`src/inc/jps_pkg.sv`:
```
// ---------------------------------------------------------------
// package for the boundary-scan pin sharing and probe block
// ---------------------------------------------------------------
// holds register map, tap codes, instruction codes and pin types;
// assumes a 25 MHz system clock and an avalon-mm register master.
package jps_pkg;
  // register map (byte addresses)
  localparam logic [3:0] JPS_OFS_CTRL = 4'h0;
  localparam logic [3:0] JPS_OFS_STAT = 4'h4;
  localparam logic [3:0] JPS_OFS_SEL = 4'h8;
  // control bit positions
  localparam int JPS_CTRL_DEDIC = 0;
  localparam int JPS_CTRL_TRSTRES = 1;
  localparam int JPS_CTRL_PA_EN = 2;
  localparam int JPS_CTRL_PB_EN = 3;
  localparam logic [3:0] JPS_CTRL_RST = 4'h2;
  // status bit positions
  localparam int JPS_STAT_TAP = 0;
  localparam int JPS_STAT_ACT = 4;
  localparam int JPS_STAT_SEC = 5;
  localparam int JPS_STAT_CHK = 6;
  localparam int JPS_STAT_PWR = 7;
  // synchroniser lanes
  localparam int JPS_NSYNC = 6;
  localparam int JPS_S_TCK = 0;
  localparam int JPS_S_TMS = 1;
  localparam int JPS_S_TDI = 2;
  localparam int JPS_S_TRST = 3;
  localparam int JPS_S_SUP = 4;
  localparam int JPS_S_FUSE = 5;
  // idle pin levels: tms and trst high, fuse, supply, tck and tdi low
  localparam logic [5:0] JPS_SYNC_RST = 6'h0A;
  // scan geometry
  localparam int JPS_IR_W = 4;
  localparam int JPS_DR_W = 16;
  localparam int JPS_SEL_W = 6;
  localparam int JPS_NETS = 64;
  localparam logic [3:0] JPS_IR_PROBE = 4'h2;
  localparam logic [3:0] JPS_IR_CHKSUM = 4'h5;
  localparam logic [3:0] JPS_IR_BYPASS = 4'hF;
  localparam logic [3:0] JPS_IR_CAPT = 4'h1;
  localparam int JPS_TLR_TCKS = 5;
  // tap states, gray steps along the usual path
  typedef enum logic [3:0] {
    JPS_TLR = 4'h0, JPS_RTI = 4'h1, JPS_SELDR = 4'h3, JPS_CAPDR = 4'h2,
    JPS_SHDR = 4'h6, JPS_EX1DR = 4'h7, JPS_PDR = 4'h5, JPS_EX2DR = 4'h4,
    JPS_UPDR = 4'hC, JPS_SELIR = 4'hD, JPS_CAPIR = 4'hF, JPS_SHIR = 4'hE,
    JPS_EX1IR = 4'hA, JPS_PIR = 4'hB, JPS_EX2IR = 4'h9, JPS_UPIR = 4'h8
  } jps_tap_t;
  typedef struct packed {
    logic pb_en;
    logic pa_en;
    logic trst_res;
    logic dedic;
  } jps_ctrl_t;
  // one pin drive: value and output enable
  typedef struct packed {
    logic o;
    logic oe;
  } jps_pin_t;
endpackage

```
`src/rtl/jps_pin_share.sv`:
```
// boundary-scan pin sharing, tap controller and two probe outputs.
// assumes tck/tms/tdi/trst_n and supply/fuse levels come from pins
// outside clk_sys; user drive requests and probe nets are on clk_sys.
//
// Functional notes
// - in flexible mode a low tms hands tck, tdi and tdo to the scan logic.
// - the scan pins stay in test use until the tap sits in logic reset.
// - five tck rises with tms high bring the tap to logic reset.
// - in dedicated mode tms is the plain scan mode select with no sharing.
// - a reserved trst pin low resets the scan logic, else it is user i/o.
// - the trst pin has a pull-up enabled at all times outside reset.
// - during a checksum readout tdo is driven, then returns to user i/o.
// - nets chosen by a scanned selection are routed to the probe pins.
// - each probe pin shows its selected net live, both may run at once.
// - a probe pin not enabled for probing serves as user i/o.
// - with the security fuse set no net reaches the probe pins.
// - the power-up resistor is held until the array supply is good.
//
// Register access over Avalon-MM and the placing of the registers were chosen for this implementation.
`timescale 1ns/10ps
module jps_pin_share (
  input wire logic clk_sys,
  input wire logic rst,
  input wire logic [3:0] avs_address,
  input wire logic avs_read,
  input wire logic avs_write,
  input wire logic [31:0] avs_writedata,
  output logic [31:0] avs_readdata,
  output logic avs_waitrequest,
  input wire logic tck_i,
  input wire logic tms_i,
  input wire logic tdi_i,
  input wire logic trst_n_i,
  input wire logic array_core_supply_ok,
  input wire logic secure_fuse,
  input wire jps_pkg::jps_pin_t usr_tck,
  input wire jps_pkg::jps_pin_t usr_tdi,
  input wire jps_pkg::jps_pin_t usr_tdo,
  input wire jps_pkg::jps_pin_t usr_trst,
  input wire jps_pkg::jps_pin_t usr_pa,
  input wire jps_pkg::jps_pin_t usr_pb,
  input wire logic [63:0] probe_nets,
  input wire logic [15:0] checksum_val,
  output jps_pkg::jps_pin_t tck_pin,
  output jps_pkg::jps_pin_t tdi_pin,
  output jps_pkg::jps_pin_t tdo_pin,
  output jps_pkg::jps_pin_t trst_pin,
  output jps_pkg::jps_pin_t probe_out_a,
  output jps_pkg::jps_pin_t probe_out_b,
  output logic trst_pullup_en,
  output logic pwrup_res_en
);
  import jps_pkg::*;

  // ---------------------------------------------------------------
  // pin synchronisers
  // ---------------------------------------------------------------
  logic [JPS_NSYNC-1:0] s0_q, s1_q, s2_q, f_q, fp_q, raw;
  assign raw = {secure_fuse, array_core_supply_ok, trst_n_i, tdi_i,
                tms_i, tck_i};
  always_ff @(posedge clk_sys) begin
    if (rst) begin
      s0_q <= JPS_SYNC_RST;
      s1_q <= JPS_SYNC_RST;
      s2_q <= JPS_SYNC_RST;
      f_q <= JPS_SYNC_RST;
      fp_q <= JPS_SYNC_RST;
    end else begin
      s0_q <= raw;
      s1_q <= s0_q;
      s2_q <= s1_q;
      fp_q <= f_q;
      for (int i = 0; i < JPS_NSYNC; i++) begin
        if (s1_q[i] == s2_q[i]) begin
          f_q[i] <= s2_q[i];
        end
      end
    end
  end

  logic tck_rise, tck_fall, tms_f, tdi_f, trst_f, sup_f, fuse_f;
  assign tck_rise = f_q[JPS_S_TCK] & ~fp_q[JPS_S_TCK];
  assign tck_fall = ~f_q[JPS_S_TCK] & fp_q[JPS_S_TCK];
  assign tms_f = f_q[JPS_S_TMS];
  assign tdi_f = f_q[JPS_S_TDI];
  assign trst_f = f_q[JPS_S_TRST];
  assign sup_f = f_q[JPS_S_SUP];
  assign fuse_f = f_q[JPS_S_FUSE];

  // ---------------------------------------------------------------
  // control register and tap state
  // ---------------------------------------------------------------
  jps_ctrl_t ctrl_q;
  jps_tap_t tap_q, tap_d;
  logic trst_hit;
  assign trst_hit = ctrl_q.trst_res & ~trst_f;

  always_comb begin
    tap_d = tap_q;
    case (tap_q)
      JPS_TLR: tap_d = tms_f ? JPS_TLR : JPS_RTI;
      JPS_RTI: tap_d = tms_f ? JPS_SELDR : JPS_RTI;
      JPS_SELDR: tap_d = tms_f ? JPS_SELIR : JPS_CAPDR;
      JPS_CAPDR: tap_d = tms_f ? JPS_EX1DR : JPS_SHDR;
      JPS_SHDR: tap_d = tms_f ? JPS_EX1DR : JPS_SHDR;
      JPS_EX1DR: tap_d = tms_f ? JPS_UPDR : JPS_PDR;
      JPS_PDR: tap_d = tms_f ? JPS_EX2DR : JPS_PDR;
      JPS_EX2DR: tap_d = tms_f ? JPS_UPDR : JPS_SHDR;
      JPS_UPDR: tap_d = tms_f ? JPS_SELDR : JPS_RTI;
      JPS_SELIR: tap_d = tms_f ? JPS_TLR : JPS_CAPIR;
      JPS_CAPIR: tap_d = tms_f ? JPS_EX1IR : JPS_SHIR;
      JPS_SHIR: tap_d = tms_f ? JPS_EX1IR : JPS_SHIR;
      JPS_EX1IR: tap_d = tms_f ? JPS_UPIR : JPS_PIR;
      JPS_PIR: tap_d = tms_f ? JPS_EX2IR : JPS_PIR;
      JPS_EX2IR: tap_d = tms_f ? JPS_UPIR : JPS_SHIR;
      JPS_UPIR: tap_d = tms_f ? JPS_SELDR : JPS_RTI;
      default: tap_d = JPS_TLR;
    endcase
  end

  always_ff @(posedge clk_sys) begin
    if (rst) begin
      tap_q <= JPS_TLR;
    end else if (trst_hit) begin
      tap_q <= JPS_TLR;
    end else if (tck_rise) begin
      tap_q <= tap_d;
    end
  end

  // ---------------------------------------------------------------
  // shared-pin takeover
  // ---------------------------------------------------------------
  logic act_q;
  always_ff @(posedge clk_sys) begin
    if (rst) begin
      act_q <= 1'b0;
    end else if (ctrl_q.dedic) begin
      act_q <= 1'b1;
    end else if (!tms_f) begin
      act_q <= 1'b1;
    end else if (tap_q == JPS_TLR) begin
      act_q <= 1'b0;
    end
  end

  // ---------------------------------------------------------------
  // instruction and data shift paths
  // ---------------------------------------------------------------
  logic [JPS_IR_W-1:0] ir_q, irsh_q;
  logic [JPS_DR_W-1:0] drsh_q;
  logic [JPS_SEL_W-1:0] sela_q, selb_q;
  logic chk_q, tdo_bit_q;
  logic is_probe, is_chk;
  assign is_probe = (ir_q == JPS_IR_PROBE);
  assign is_chk = (ir_q == JPS_IR_CHKSUM);

  always_ff @(posedge clk_sys) begin
    if (rst || trst_hit) begin
      ir_q <= JPS_IR_BYPASS;
      irsh_q <= JPS_IR_CAPT;
      drsh_q <= '0;
      sela_q <= '0;
      selb_q <= '0;
    end else if (tck_rise) begin
      case (tap_q)
        JPS_TLR: ir_q <= JPS_IR_BYPASS;
        JPS_CAPIR: irsh_q <= JPS_IR_CAPT;
        JPS_SHIR: irsh_q <= {tdi_f, irsh_q[JPS_IR_W-1:1]};
        JPS_UPIR: ir_q <= irsh_q;
        JPS_CAPDR: begin
          if (is_chk) begin
            drsh_q <= checksum_val;
          end else begin
            drsh_q <= {4'h0, selb_q, sela_q};
          end
        end
        JPS_SHDR: begin
          if (is_probe || is_chk) begin
            drsh_q <= {tdi_f, drsh_q[JPS_DR_W-1:1]};
          end else begin
            drsh_q <= {15'h0000, tdi_f};
          end
        end
        JPS_UPDR: begin
          if (is_probe) begin
            sela_q <= drsh_q[JPS_SEL_W-1:0];
            selb_q <= drsh_q[2*JPS_SEL_W-1:JPS_SEL_W];
          end
        end
        default: ;
      endcase
    end
  end

  // checksum readout runs from capture to update
  always_ff @(posedge clk_sys) begin
    if (rst || trst_hit) begin
      chk_q <= 1'b0;
    end else if (tck_rise) begin
      if (tap_q == JPS_CAPDR && is_chk) begin
        chk_q <= 1'b1;
      end else if (tap_q == JPS_UPDR || tap_q == JPS_TLR) begin
        chk_q <= 1'b0;
      end
    end
  end

  always_ff @(posedge clk_sys) begin
    if (rst) begin
      tdo_bit_q <= 1'b0;
    end else if (tck_fall) begin
      tdo_bit_q <= (tap_q == JPS_SHIR) ? irsh_q[0] : drsh_q[0];
    end
  end

  // ---------------------------------------------------------------
  // pin drivers
  // ---------------------------------------------------------------
  logic sec_q, shifting;
  assign shifting = (tap_q == JPS_SHDR) || (tap_q == JPS_SHIR);

  always_ff @(posedge clk_sys) begin
    if (rst) begin
      sec_q <= 1'b0;
    end else if (fuse_f) begin
      sec_q <= 1'b1;
    end
  end

  always_ff @(posedge clk_sys) begin
    if (rst) begin
      tck_pin <= '0;
      tdi_pin <= '0;
      tdo_pin <= '0;
    end else if (act_q) begin
      tck_pin <= '0;
      tdi_pin <= '0;
      tdo_pin <= '{o: tdo_bit_q, oe: chk_q | shifting};
    end else begin
      tck_pin <= usr_tck;
      tdi_pin <= usr_tdi;
      tdo_pin <= usr_tdo;
    end
  end

  always_ff @(posedge clk_sys) begin
    if (rst) begin
      trst_pin <= '0;
      trst_pullup_en <= 1'b0;
      pwrup_res_en <= 1'b1;
    end else begin
      trst_pin <= ctrl_q.trst_res ? '0 : usr_trst;
      trst_pullup_en <= 1'b1;
      pwrup_res_en <= ~sup_f;
    end
  end

  always_ff @(posedge clk_sys) begin
    if (rst) begin
      probe_out_a <= '0;
      probe_out_b <= '0;
    end else begin
      if (ctrl_q.pa_en && !sec_q) begin
        probe_out_a <= '{o: probe_nets[sela_q], oe: 1'b1};
      end else begin
        probe_out_a <= usr_pa;
      end
      if (ctrl_q.pb_en && !sec_q) begin
        probe_out_b <= '{o: probe_nets[selb_q], oe: 1'b1};
      end else begin
        probe_out_b <= usr_pb;
      end
    end
  end

  // ---------------------------------------------------------------
  // avalon-mm slave
  // ---------------------------------------------------------------
  logic req;
  assign req = avs_read | avs_write;

  always_ff @(posedge clk_sys) begin
    if (rst) begin
      avs_waitrequest <= 1'b1;
    end else begin
      avs_waitrequest <= ~(req & avs_waitrequest);
    end
  end

  always_ff @(posedge clk_sys) begin
    if (rst) begin
      ctrl_q <= JPS_CTRL_RST;
    end else if (avs_write && !avs_waitrequest &&
                 avs_address == JPS_OFS_CTRL) begin
      ctrl_q <= avs_writedata[3:0];
    end
  end

  always_ff @(posedge clk_sys) begin
    if (rst) begin
      avs_readdata <= '0;
    end else if (avs_read && avs_waitrequest) begin
      avs_readdata <= '0;
      case (avs_address)
        JPS_OFS_CTRL: avs_readdata[3:0] <= ctrl_q;
        JPS_OFS_STAT: begin
          avs_readdata[JPS_STAT_TAP+:4] <= tap_q;
          avs_readdata[JPS_STAT_ACT] <= act_q;
          avs_readdata[JPS_STAT_SEC] <= sec_q;
          avs_readdata[JPS_STAT_CHK] <= chk_q;
          avs_readdata[JPS_STAT_PWR] <= sup_f;
        end
        JPS_OFS_SEL: avs_readdata[15:0] <= {2'h0, selb_q, 2'h0, sela_q};
        default: ;
      endcase
    end
  end

  // ---------------------------------------------------------------
  // checks
  // ---------------------------------------------------------------
  logic [2:0] hi_cnt_q;
  always_ff @(posedge clk_sys) begin
    if (rst || trst_hit) begin
      hi_cnt_q <= '0;
    end else if (tck_rise) begin
      if (!tms_f) begin
        hi_cnt_q <= '0;
      end else if (hi_cnt_q != 3'h7) begin
        hi_cnt_q <= hi_cnt_q + 3'h1;
      end
    end
  end
endmodule

```
`config.mk`:
```
export PLATFORM = sky130hd
export DESIGN_NAME = jps_pin_share
export DESIGN_NICKNAME = d
export VERILOG_FILES = /design/src/inc/jps_pkg.sv /design/src/rtl/jps_pin_share.sv
export SDC_FILE = /design/constraint.sdc
export NUM_CORES = 1
export LEC_CHECK = 0
export BUFFER_PORTS_ARGS = -buffer_cell sky130_fd_sc_hd__clkbuf_2
export CAP_MARGIN = 10
export CORE_ASPECT_RATIO = 1.4
export CORE_MARGIN = 2
export CORE_UTILIZATION = 50
export CTS_CLUSTER_DIAMETER = 60
export DETAILED_ROUTE_END_ITERATION = 6
export PLACE_DENSITY = 0.87
export SLEW_MARGIN = 20
export SYNTH_ARGS = -nofsm -noshare
export SYNTH_HDL_FRONTEND = slang
export SYNTH_SLANG_ARGS = --single-unit
export TNS_END_PERCENT = 50
```
`constraint.sdc`:
```
create_clock -name clk_sys -period 2.1 [get_ports clk_sys]
set_input_delay 0.525 -clock clk_sys [delete_from_list [all_inputs] [get_ports clk_sys]]
set_output_delay 0.525 -clock clk_sys [all_outputs]
set_load 0.02 [all_outputs]
```
==> results list, run 1 <==
- Wire length of the first global-routing pass: 23.3 mm
* Power density over cell area: approximately 600 nW/um^2
- In the synthesized netlist, the number of instances is 585.
* Crit path to: probe_out_a[1]
* Kind of start point of the critical path: register
- Dividing the detail-routed via count by the number of cells gives 5.86.
- In the synthesized netlist the async set-or-reset flop fraction comes to 0.
- The run finished with clean final reports.
* Number of nets still failing antenna checks after routing: 0
- Fraction of layout instances using a drive strength above 1: 0.326
- Number of global-route vias before repair: 5007
- Post-CTS Setup Inserts: 0
- For this design, the CTS-stage hold fixing added 0 buffers.
- Routability-driven placement finished with a final weighted congestion of 0.869.
- The tree is rooted in a sky130_fd_sc_hd__clkbuf_16.
- TritonCTS clock tree: done
* Post-synth top flop: sky130_fd_sc_hd__dfxtp_1
- Final hold viol count: 0
* CTS sink cnt: 102
- Number of distinct library cells after synthesis: 49
- Number of flops mapped to enable cells by yosys: 0
* Post-detailed-placement half-perimeter wirelength: 11.2 mm
- Required time at the worst-slack endpoint: 2.32 ns
- Class of the most critical hold timing path: primary input to register
- The die covers 11600 um^2.
* Number of buffers created by CTS: 9
- The total overflow left after global routing is 0.
- For this run, the total global-route usage over all layers was measured as 0.250.
- Kind of capture point of the worst setup path: register
- Across all layers, the routed design uses 5049 vias.
* Clk pin slew, worst setup/hold paths: roughly 0.070 ns
- Worst skew pair latency: between 0.3 and 0.4 ns
- Across the VDD grid, the largest voltage drop is 0.000410 V.
- The initial utilization of the core area, before any placement, comes to 0.515.
- Peak per-stage delay on the critical path: between 0.4 and 0.5 ns
- Setup repair after global routing left no endpoint under its margin.
* Final setup vio count: 0
- Pin count of the biggest net entering global routing: 35
- The tool flagged a number of max-cap violations equal to 0.
- Leakage component of the power: 2.59 nW
- Number of slew-limit violations in the final report: 0
- In this run the critical register-to-register path is captured at probe_out_a[1].
- Yosys warnings: 0
- Setup_tns: 0 ns
- Launch point of the critical path: sela_q[0]
* Count of nets after finishing: 856
- Total number of placement rows: 44
- Measured against its own limit, the worst slew margin works out to 0.628.
- Startpoint of the lowest-slack register-to-register path: sela_q[0]
* Critical-path cell list: buf_4 -> mux4_2 -> nand2_1 -> a31oi_1 -> a2111oi_0 -> o41ai_1
- Dividing the synthesized area by the synthesized cell count gives 9.17 um^2.
* Initial antenna violation count: 0
- Cells after DPL: 845
- The core region is 10400 um^2.
- Chip Width: about 92 um
* Time the final worst path needs with I/O delays and setup: 1.95 ns
- Crit Path Category: register to register
* Diode insertion count for antenna repair: 0
- From synthesis to final layout, the design area changed by 21.6%.
- Final wirelength: ~15 mm
- In this run the tool buffered the top-level ports with 138 buffer cells.
- Post-synth design cell area: 5360 um^2
- In this run the number of H-tree levels came out at 3.
- The first routing iteration left 379 violations.
- Pin placement for this block handled 185 I/O pins.
- Max Root-Sink Buffers: 2
* Share of the yosys chip area belonging to registers: 0.381
- Non-filler instance count after layout: ~860
* Max FO, Critical Path: 8
* Number of detailed-routing iterations run before antenna repair: 5
* Arrival @ worst endpoint: about 2.2 ns
* FF-to-FF path depth: 6
- For the pin with the worst max-slew slack, the measured transition is 0.558 ns.
- The die is 127 um tall.
- Post-route clock skew: 0.00877 ns
* Reg-to-reg setup timing slack: 0.15 ns
* Number of synthesized register bits: 102
* Worst path slowest cell: sky130_fd_sc_hd__mux4_2
* Tightest hold margin: 0.354 ns
- Dividing the detail-routed wire length by the instance count gives between 15 and 20 um.
- Drt drc: 0
* Max Clock Freq: between 0.5 and 0.6 GHz
* Fraction of the cycle the final worst path needs: 0.928
==> per-layer routing <==
metal  track usage  wire length, um
met1         0.274             5370
met2         0.468             7690
met3        0.0398              961
met4         0.112              520
met5             0                0
==> where the power goes <==
group / switching, mW / internal (mW)
Clock: 0.739 / 0.879
Sequential: 0.0115 / 1.96
Combinational: 0.182 / 0.159
==> worst max-delay path, delay by kind of cell (launching register included) <==
kind	cells	cell delay, ns
AOI/OAI and AO/OA	3	0.56
muxes	1	0.49
DFF	1	0.48
buffers and inverters	1	0.19
and+or+nand+nor	1	0.09
==> what timing repair did <==
item,in CTS,in global routing
pin swaps,0,0
gates resized for setup,1,3
hold endpoints to repair,0,0
endpoints found under the setup margin,1,2
gates cloned,0,0
==> cell usage in the layout (no fill, tap or decap), types with 3 or more instances in the layout <==
cell type	n
sky130_fd_sc_hd__nor3_1	8
sky130_fd_sc_hd__nor2_1	86
sky130_fd_sc_hd__and2_1	5
sky130_fd_sc_hd__o22ai_1	9
sky130_fd_sc_hd__nor2b_1	23
sky130_fd_sc_hd__mux2_2	14
sky130_fd_sc_hd__o21ai_0	25
sky130_fd_sc_hd__a211oi_1	16
sky130_fd_sc_hd__a31oi_1	7
sky130_fd_sc_hd__inv_1	10
sky130_fd_sc_hd__a311oi_1	3
sky130_fd_sc_hd__clkbuf_16	9
sky130_fd_sc_hd__mux2i_1	38
sky130_fd_sc_hd__a22oi_1	24
sky130_fd_sc_hd__dfxtp_2	3
sky130_fd_sc_hd__nand2_1	27
sky130_fd_sc_hd__nand3b_1	3
sky130_fd_sc_hd__buf_12	3
sky130_fd_sc_hd__nand3_1	6
sky130_fd_sc_hd__nand2b_1	11
sky130_fd_sc_hd__o41ai_1	3
sky130_fd_sc_hd__conb_1	18
sky130_fd_sc_hd__a21oi_1	28
sky130_fd_sc_hd__clkbuf_2	138
sky130_fd_sc_hd__or2_2	6
sky130_fd_sc_hd__o211ai_1	3
sky130_fd_sc_hd__nor4_1	3
sky130_fd_sc_hd__mux4_2	24
sky130_fd_sc_hd__buf_4	28
sky130_fd_sc_hd__nor3b_1	6
sky130_fd_sc_hd__dfxtp_1	99
sky130_fd_sc_hd__nor4b_1	6
==> state kept, by name, summed over array words and instances, names as in the netlist, 4 cells and up <==
name,cells
tap_q,4
ir_q,4
irsh_q,4
s0_q,6
ctrl_q,4
avs_readdata,14
s2_q,6
selb_q,6
sela_q,6
f_q,6
drsh_q,16
s1_q,6
==> cell type report <==
cell class,count,area (um^2)
clock inverter,5,40.0
sequential,102,2050
multi-input combinational,425,3010
inverter,11,41.3
fill,888,3880
tap,138,173
timing repair buffer,169,961
clock buffer,11,253
==> worst min path at each step <==
stage / startpoint / endpoint / slack [ns] / cells past startpoint
finish: tms_i / s0_q[1] / 0.35 / 2
global route: tms_i / s0_q[1] / 0.35 / 2
CTS: tms_i / s0_q[1] / 0.35 / 2
detailed placement: s0_q[3] / s1_q[3] / 0.40 / 1
global placement: f_q[4] / pwrup_res_en / 0.39 / 1
floorplan: f_q[4] / pwrup_res_en / 0.38 / 1
==> stage by stage <==
step / instance area [um^2] / worst slack (ns) / total power, mW / utilization
2_1_floorplan: 5430 / 0.325 / 2.21 / -
3_3_place_gp: 6220 / 0.0463 / 2.34 / 0.598
3_5_place_dp: 6220 / 0.0280 / 2.35 / 0.598
4_1_cts: 6520 / 0.0377 / 3.94 / 0.626
5_1_grt: 6520 / 0.0134 / 4.06 / 0.627
6_report: 6520 / 0.151 / 3.93 / 0.627
==> synth_stat cells (7+ instances only) <==
cell type / instances / area [um^2]
sky130_fd_sc_hd__a211oi_1: 16 / 120
sky130_fd_sc_hd__a21oi_1: 28 / 140
sky130_fd_sc_hd__a22oi_1: 24 / 180
sky130_fd_sc_hd__a31oi_1: 7 / 43.8
sky130_fd_sc_hd__buf_2: 13 / 65.1
sky130_fd_sc_hd__buf_4: 21 / 158
sky130_fd_sc_hd__clkbuf_1: 26 / 97.6
sky130_fd_sc_hd__dfxtp_1: 102 / 2040
sky130_fd_sc_hd__inv_1: 10 / 37.5
sky130_fd_sc_hd__mux2_2: 14 / 158
sky130_fd_sc_hd__mux2i_1: 38 / 380
sky130_fd_sc_hd__mux4_2: 24 / 541
sky130_fd_sc_hd__nand2_1: 27 / 101
sky130_fd_sc_hd__nand2b_1: 11 / 68.8
sky130_fd_sc_hd__nor2_1: 86 / 323
sky130_fd_sc_hd__nor2b_1: 23 / 144
sky130_fd_sc_hd__nor3_1: 9 / 45.0
sky130_fd_sc_hd__o21ai_0: 25 / 125
sky130_fd_sc_hd__o22ai_1: 9 / 56.3
==> cells by family (layout without fill, tap and decap cells) <==
group,Yosys count,count (layout),share of synthesized area
simple gates,202,202,0.189
compound gates,129,129,0.156
flops,102,102,0.381
mux,76,76,0.201
buf+inv,75,196,0.0716
other cells,1,18,0.000699
Power figures use the tool's default switching activity.
==> run 2, diff against run 1 <==
Clock period 2.1 ns to 2 ns, I/O delays scaled along.
==> results list, run 2 (synthesis gave the netlist of run 1 again) <==
- The number of cells in the finished layout apart from fillers came to 863 (was 861).
* Max FO, Critical Path: 9 (was 8)
- The peak supply drop was 0.000550 V (was 0.000410 V).
- Peak per-stage delay on the critical path: 0.50 ns (was 0.49 ns)
* Die Height: 127 um (unchanged)
* Routed wire length per instance: 16.6 um (was 16.9 um)
* Area of the core: 10400 um^2 (unchanged)
- The source-to-sink clock delay at the later pin of the worst-skew pair is 0.35 ns (about the same).
* Post-layout utilization of the core: 0.630 (was 0.627)
- Initial standard-cell utilization of the core: 0.515 (unchanged)
- Diode insertion count for antenna repair: 0 (unchanged)
* Post-CTS Setup Inserts: 0 (unchanged)
* Class of the most critical hold timing path: primary input to register (unchanged)
* Run status: finished, final reports clean (unchanged)
- Total number of placement rows: 44 (unchanged)
- The maximum root-to-sink buffer count is 2 (unchanged).
- Post-route clock skew: 0.00983 ns (was 0.00877 ns)
* Leading cell type in the layout, fill and taps excluded: sky130_fd_sc_hd__clkbuf_2 (unchanged)
* Chip Width: 91.5 um (unchanged)
- Setup repair after global routing missed its margin: false (unchanged)
- Leakage component of the power: 2.61 nW (was 2.59 nW)
* Tightest hold margin: 0.331 ns (was 0.354 ns)
- Commonest cells after routing, fill and taps aside: sky130_fd_sc_hd__clkbuf_2, sky130_fd_sc_hd__dfxtp_1, sky130_fd_sc_hd__nor2_1 (unchanged)
* Post-detailed-placement half-perimeter wirelength: 11.1 mm (was 11.2 mm)
- The critical path data arrival time is 2.11 ns (was 2.17 ns).
* Max Clock Freq: 0.531 GHz (was 0.513 GHz)
- Worst path slowest cell: sky130_fd_sc_hd__mux4_2 (unchanged)
- The endpoint type of the worst setup path is a register (unchanged).
- Worst hold path stage count: 2 (unchanged)
- Area of the die: 11600 um^2 (unchanged)
- The required time at the worst-slack endpoint came to 2.23 ns (was 2.32 ns).
- The post-detailed-routing wire length is 14.3 mm (was 14.5 mm).
- The launch instance of the worst min-delay path was tms_i (unchanged).
* Clk pin slew, worst setup/hold paths: 0.07 ns (about the same)
- Number of vias after detailed routing: 5000 (was 5049)
- The worst slew margin relative to its limit was 0.651 (was 0.628).
- Drt drc: 0 (unchanged)
* Root cell of the clock tree: sky130_fd_sc_hd__clkbuf_16 (unchanged)
- TritonCTS clock tree: done (unchanged)
- The cell count after placement came to 847 (was 845).
* Startpoint of the lowest-slack register-to-register path: sela_q[0] (unchanged)
- Time the final worst path needs with I/O delays and setup: 1.88 ns (was 1.95 ns)
- Number of detailed-routing iterations run before antenna repair: 5 (unchanged)
* Pin count of the biggest net entering global routing: 35 (unchanged)
* Input/output buffers: 138 (unchanged)
- Total Power Consumption: 4.08 mW (was 3.93 mW)
- Endpoint of the most critical register-to-register path: probe_out_a[1] (unchanged)
- The number of nets in the final layout is 858 (was 856).
- The power per cell area was 623 nW/um^2 (was 603 nW/um^2).
- Flip-flop count of the largest register, all copies and words added: 16 (unchanged)
* CTS HTree Levels: 3 (unchanged)
- Per-cell via count in the routed design: 5.79 (was 5.86)
* Kind of start point of the critical path: register (unchanged)
* Max Cap Violations: 0 (unchanged)
- Fraction of layout instances using a drive strength above 1: 0.331 (was 0.326)
* Crit Path Category: register to register (unchanged)
* Top reg by flops: drsh_q (unchanged)
- The buffer and inverter count on the worst path came to 1 (unchanged).
* Number of buffers created by CTS: 9 (unchanged)
- The area growth from synthesis to layout came to 22.3% (was 21.6%).
* Final setup vio count: 0 (unchanged)
* Critical-path cell list: buf_12 -> mux4_2 -> a22oi_1 -> a31oi_1 -> a2111oi_2 -> o41ai_1 (was buf_4 -> mux4_2 -> nand2_1 -> a31oi_1 -> a2111oi_0 -> o41ai_1)
* Number of slew-limit violations in the final report: 0 (unchanged)
- The fraction of the cycle the final worst path needs was 0.942 (was 0.928).
- Transition time of the tightest slew-check pin: 0.524 ns (was 0.558 ns)
- The via count of the first global-routing pass was 4823 (was 5007).
- The cell family with the largest share of critical-path delay was compound AO/OA/AOI/OAI gates (unchanged).
- The depth of the most critical reg-to-reg path came to 6 (unchanged).
- The first-pass GRT wire length was 22.8 mm (was 23.3 mm).
* Overflow left after global routing: 0 (unchanged)
- The number of sinks handled by clock tree synthesis came to 102 (unchanged).
- Weighted congestion at the end of routability-driven global placement: 0.896 (was 0.869)
- Largest registers: drsh_q: 16 flops, avs_readdata: 14 flops (unchanged).
- The internal reg-to-reg setup slack came to 0.12 ns (was 0.15 ns).
- Violation count after the first detailed-route iteration: 380 (was 379)
- Initial antenna violation count: 0 (unchanged)
* Terminating pin of the worst hold path: s0_q[1] (unchanged)
* Number of nets still failing antenna checks after routing: 0 (unchanged)
- Final hold viol count: 0 (unchanged)
* Global-route total usage across every layer: 0.248 (was 0.250)
- I/O pin total: 185 (unchanged)
## run 2: cell types whose count changed in the layout (fill, tap and decap cells not counted), moves of 2 or more
cell,before,now
sky130_fd_sc_hd__clkinv_4,0,2
sky130_fd_sc_hd__dfxtp_1,99,101
sky130_fd_sc_hd__dfxtp_2,3,1
sky130_fd_sc_hd__a2111oi_2,0,2
## run 2: worst max path at each step
stage / end / from / cells past startpoint
after global placement: probe_out_a[1] / probe_nets[12] / 6
after detailed placement: probe_out_a[1] / probe_nets[12] / 6
after CTS: drsh_q[10] / tap_q[1] / 6
after floorplan: selb_q[2] / fp_q[0] / 7
final: probe_out_a[1] / sela_q[0] / 6
after global routing: probe_out_b[1] / selb_q[0] / 6
## run 2: metal layers
metal  vias to the layer above  routed length, um  global-route usage
met5                         -                  0                   0
met4                         0                456               0.113
met3                        29               1040              0.0511
met2                       245               7630               0.460
met1                      2375               5220               0.268
li1                       2351                  -                   -
## run 2: layout make-up
class / instances / area [um^2]
multi-input combinational: 425 / 3030
tap: 138 / 173
clock buffer: 10 / 239
sequential: 102 / 2040
timing repair buffer: 171 / 988
clock inverter: 6 / 46.3
inverter: 11 / 41.3
fill: 862 / 3850
## run 2: what timing repair did
item / in CTS / in global routing
gates resized for setup: 1 / 7
endpoints found under the setup margin: 1 / 16
hold buffers: 0 / 0
## run 2: worst reg2reg max path: stages, from the launching register on
cell	delay, ns
sky130_fd_sc_hd__dfxtp_1	0.37
sky130_fd_sc_hd__buf_12	0.16
sky130_fd_sc_hd__mux4_2	0.50
sky130_fd_sc_hd__a22oi_1	0.23
sky130_fd_sc_hd__a31oi_1	0.15
sky130_fd_sc_hd__a2111oi_2	0.24
sky130_fd_sc_hd__o41ai_1	0.12
## run 2: through the flow
| step | area [um^2] | setup WS, ns | setup TNS, ns |
|---|---|---|---|
| after floorplan | 5430 | 0.225 | 0 |
| after global placement | 6250 | 0.0350 | 0 |
| after detailed placement | 6250 | -0.0181 | -0.0181 |
| after CTS | 6540 | 0.000234 | 0 |
| after global routing | 6560 | 0.0284 | 0 |
| final | 6560 | 0.117 | 0 |
## run 2: where the power goes
group          switching (mW)  internal (mW)  total, mW
clock                   0.769          0.886       1.66
sequential             0.0123           2.06       2.07
combinational           0.189          0.167      0.357
==> run 3, diff against run 2 <==
Settings changed: CORE_ASPECT_RATIO 1.4 to 1.5.
==> results list, run 3 (synthesis gave the netlist of run 1 again) <==
* Run status: finished, final reports clean (unchanged)
- The number of nets in the final layout was 861 (was 858).
- The width of the chip was 88.6 um (was 91.5 um).
* Grt peak-use layer: met2 (unchanged)
- The initial antenna violation count was 0 (unchanged).
- The area growth from synthesis to layout was 22.7% (was 22.3%).
* Hold path startpoint: trst_n_i (was tms_i)
- The area enclosed by the die boundary is 11600 um^2 (about the same).
- TritonCTS clock tree: done (unchanged)
* Required time at the worst-slack endpoint: 2.24 ns (was 2.23 ns)
- Met3 demand-to-capacity share in global routing: 0.0597 (was 0.0511)
* Final wirelength: 15.5 mm (was 14.3 mm)
- Wire length of the first global-routing pass: 23.9 mm (was 22.8 mm)
* Worst voltage drop across the vdd grid: 0.000487 V (was 0.000550 V)
* Root cell of the clock tree: sky130_fd_sc_hd__clkbuf_16 (unchanged)
- The maximum single-stage delay on the critical path came to 0.50 ns (about the same).
* Drt drc: 0 (unchanged)
- The placer congestion estimate was 0.959 (was 0.896).
* Kind of capture point of the worst setup path: register (unchanged)
* Final hold viol count: 0 (unchanged)
- CTS sink cnt: 102 (unchanged)
- The terminating pin of the worst hold path is s0_q[3] (was s0_q[1]).
* Leakage component of the power: 2.62 nW (was 2.61 nW)
- GR met2 Demand/Resource: 0.489 (was 0.460)
- The number of rows in the core area is 46 (was 44).
- Number of slew-limit violations in the final report: 0 (unchanged)
* Reg-to-reg setup timing slack: 0.05 ns (was 0.12 ns)
- The overall track demand over capacity in global routing came to 0.266 (was 0.248).
* Per-cell via count in the routed design: 5.94 (was 5.79)
* Number of global-route vias before repair: 5053 (was 4823)
* Overflow left after global routing: 0 (unchanged)
- The worst setup margin was 0.0461 ns (was 0.117 ns).
- Final Cell Area: 6580 um^2 (was 6560 um^2)
- The fraction of the cycle the final worst path needs was 0.977 (was 0.942).
- The average detailed-routed wire length per instance is 17.8 um (was 16.6 um).
- Arrival @ worst endpoint: 2.19 ns (was 2.11 ns)
* Number of vias after detailed routing: 5176 (was 5000)
- Number of detailed-routing iterations run before antenna repair: 5 (unchanged)
- The largest fanout on the critical path is 14 (was 9).
- Number of nets still failing antenna checks after routing: 0 (unchanged)
* Post-route clock skew: 0.00829 ns (was 0.00983 ns)
* Power density over cell area: 622 nW/um^2 (was 623 nW/um^2)
- The worst slew margin relative to its limit is 0.618 (was 0.651).
* Post-detailed-placement half-perimeter wirelength: 11.7 mm (was 11.1 mm)
* Number of buffers created by CTS: 9 (unchanged)
- The post-layout minimum cycle time is 1.95 ns (was 1.88 ns).
* Global routing usage on met1: 0.270 (was 0.268)
* Max Clock Freq: 0.512 GHz (was 0.531 GHz)
- Input/output buffers: 138 (unchanged)
* Standard cell area after detailed placement: 6270 um^2 (was 6250 um^2)
- The number of antenna diodes was 0 (unchanged).
* FF-to-FF path depth: 6 (unchanged)
- The pin count of the biggest net entering global routing was 35 (unchanged).
- Critical-path cell list: buf_12 -> mux4_2 -> o22ai_1 -> nor4_1 -> nor3_1 -> o41ai_1 (was buf_12 -> mux4_2 -> a22oi_1 -> a31oi_1 -> a2111oi_2 -> o41ai_1)
* Area of the core: 10500 um^2 (was 10400 um^2)
- The critical path class was register to register (unchanged).
- Hold bufs inserted after CTS: 0 (unchanged)
- The clock-pin slew reported for the worst setup and hold paths after clock tree synthesis was 0.07 ns (about the same).
* Worst path slowest cell: sky130_fd_sc_hd__nor4_1 (was sky130_fd_sc_hd__mux4_2)
- Worst hold path stage count: 2 (unchanged)
- The end of the worst register-to-register path is probe_out_a[1] (unchanged).
- The maximum root-to-sink buffer count was 2 (unchanged).
- The number of ports placed on the die boundary came to 185 (unchanged).
* Leading cell type in the layout, fill and taps excluded: sky130_fd_sc_hd__clkbuf_2 (unchanged)
- Die Height: 131 um (was 127 um)
* CP bufs+invs: 1 (unchanged)
- Top reg by flops: drsh_q (unchanged)
- The max-cap check violation count is 0 (unchanged).
* Post-CTS Setup Inserts: 0 (unchanged)
* Flip-flop count of the largest register, all copies and words added: 16 (unchanged)
* Gate family responsible for the most delay along the worst path: simple AND/OR/NAND/NOR gates (was compound AO/OA/AOI/OAI gates)
- Total Power Consumption: 4.09 mW (was 4.08 mW)
* Kind of start point of the critical path: register (unchanged)
- CTS HTree Levels: 3 (unchanged)
* Transition time of the tightest slew-check pin: 0.568 ns (was 0.524 ns)
- Commonest cells after routing, fill and taps aside: sky130_fd_sc_hd__clkbuf_2, sky130_fd_sc_hd__dfxtp_1, sky130_fd_sc_hd__nor2_1 (unchanged).
- Largest registers: drsh_q: 16 flops, avs_readdata: 14 flops (unchanged)
* Initial standard-cell utilization of the core: 0.509 (was 0.515)
- The fraction of layout instances using a drive strength above 1 was 0.334 (was 0.331).
* Violation count after the first detailed-route iteration: 400 (was 380)
- The pre-CTS worst setup slack is -0.159 ns (was -0.0181 ns).
- Startpoint of the lowest-slack register-to-register path: sela_q[2] (was sela_q[0])
- Worst skew pair latency: 0.35 ns (about the same)
* Class of the most critical hold timing path: primary input to register (unchanged)
- Final setup vio count: 0 (unchanged)
-- run 3: what timing repair did --
item	in CTS	in global routing
endpoints found under the setup margin	2	3
gates resized for setup	3	8
pin swaps	0	1
gates cloned	0	0
-- run 3: routing by layer --
layer | share of wire | routed length (um)
met5 | 0 | 0
met4 | 0.053 | 823
met3 | 0.078 | 1200
met2 | 0.53 | 8170
met1 | 0.34 | 5300
-- run 3: where the power goes --
| part | total, mW | internal (mW) | switching [mW] |
|---|---|---|---|
| clock | 1.65 | 0.921 | 0.731 |
| sequential | 2.07 | 2.06 | 0.0125 |
| combinational | 0.369 | 0.168 | 0.201 |
| total | 4.09 | 3.15 | 0.944 |
-- run 3: worst max path at each step --
| stage | start | endpoint | slack (ns) | depth (start not counted) |
|---|---|---|---|---|
| floorplan | fp_q[0] | selb_q[2] | 0.23 | 7 |
| global placement | selb_q[0] | probe_out_b[1] | -0.04 | 6 |
| detailed placement | sela_q[0] | probe_out_a[1] | -0.16 | 5 |
| CTS | sela_q[2] | probe_out_a[1] | 0.008 | 6 |
| global route | selb_q[0] | probe_out_b[1] | -0.01 | 6 |
| finish | sela_q[2] | probe_out_a[1] | 0.05 | 6 |
-- run 3: metrics by stage --
step           utilization  hold slack, ns  instances  setup TNS [ns]
2_1_floorplan            -           0.381        602               0
3_3_place_gp         0.595           0.391        856         -0.0435
3_5_place_dp         0.595           0.393        856          -0.227
4_1_cts              0.623           0.324        872               0
5_1_grt              0.625           0.340        872        -0.00984
6_report             0.625           0.333        872               0
-- run 3: area by class of cell --
cell class | count | area [um^2]
Fill cell | 828 | 3950
Clock inverter | 3 | 26.3
Inverter | 11 | 41.3
Timing Repair Buffer | 174 | 998
Sequential cell | 102 | 2050
Clock buffer | 13 | 260
Tap cell | 144 | 180
Multi-Input combinational cell | 425 | 3030
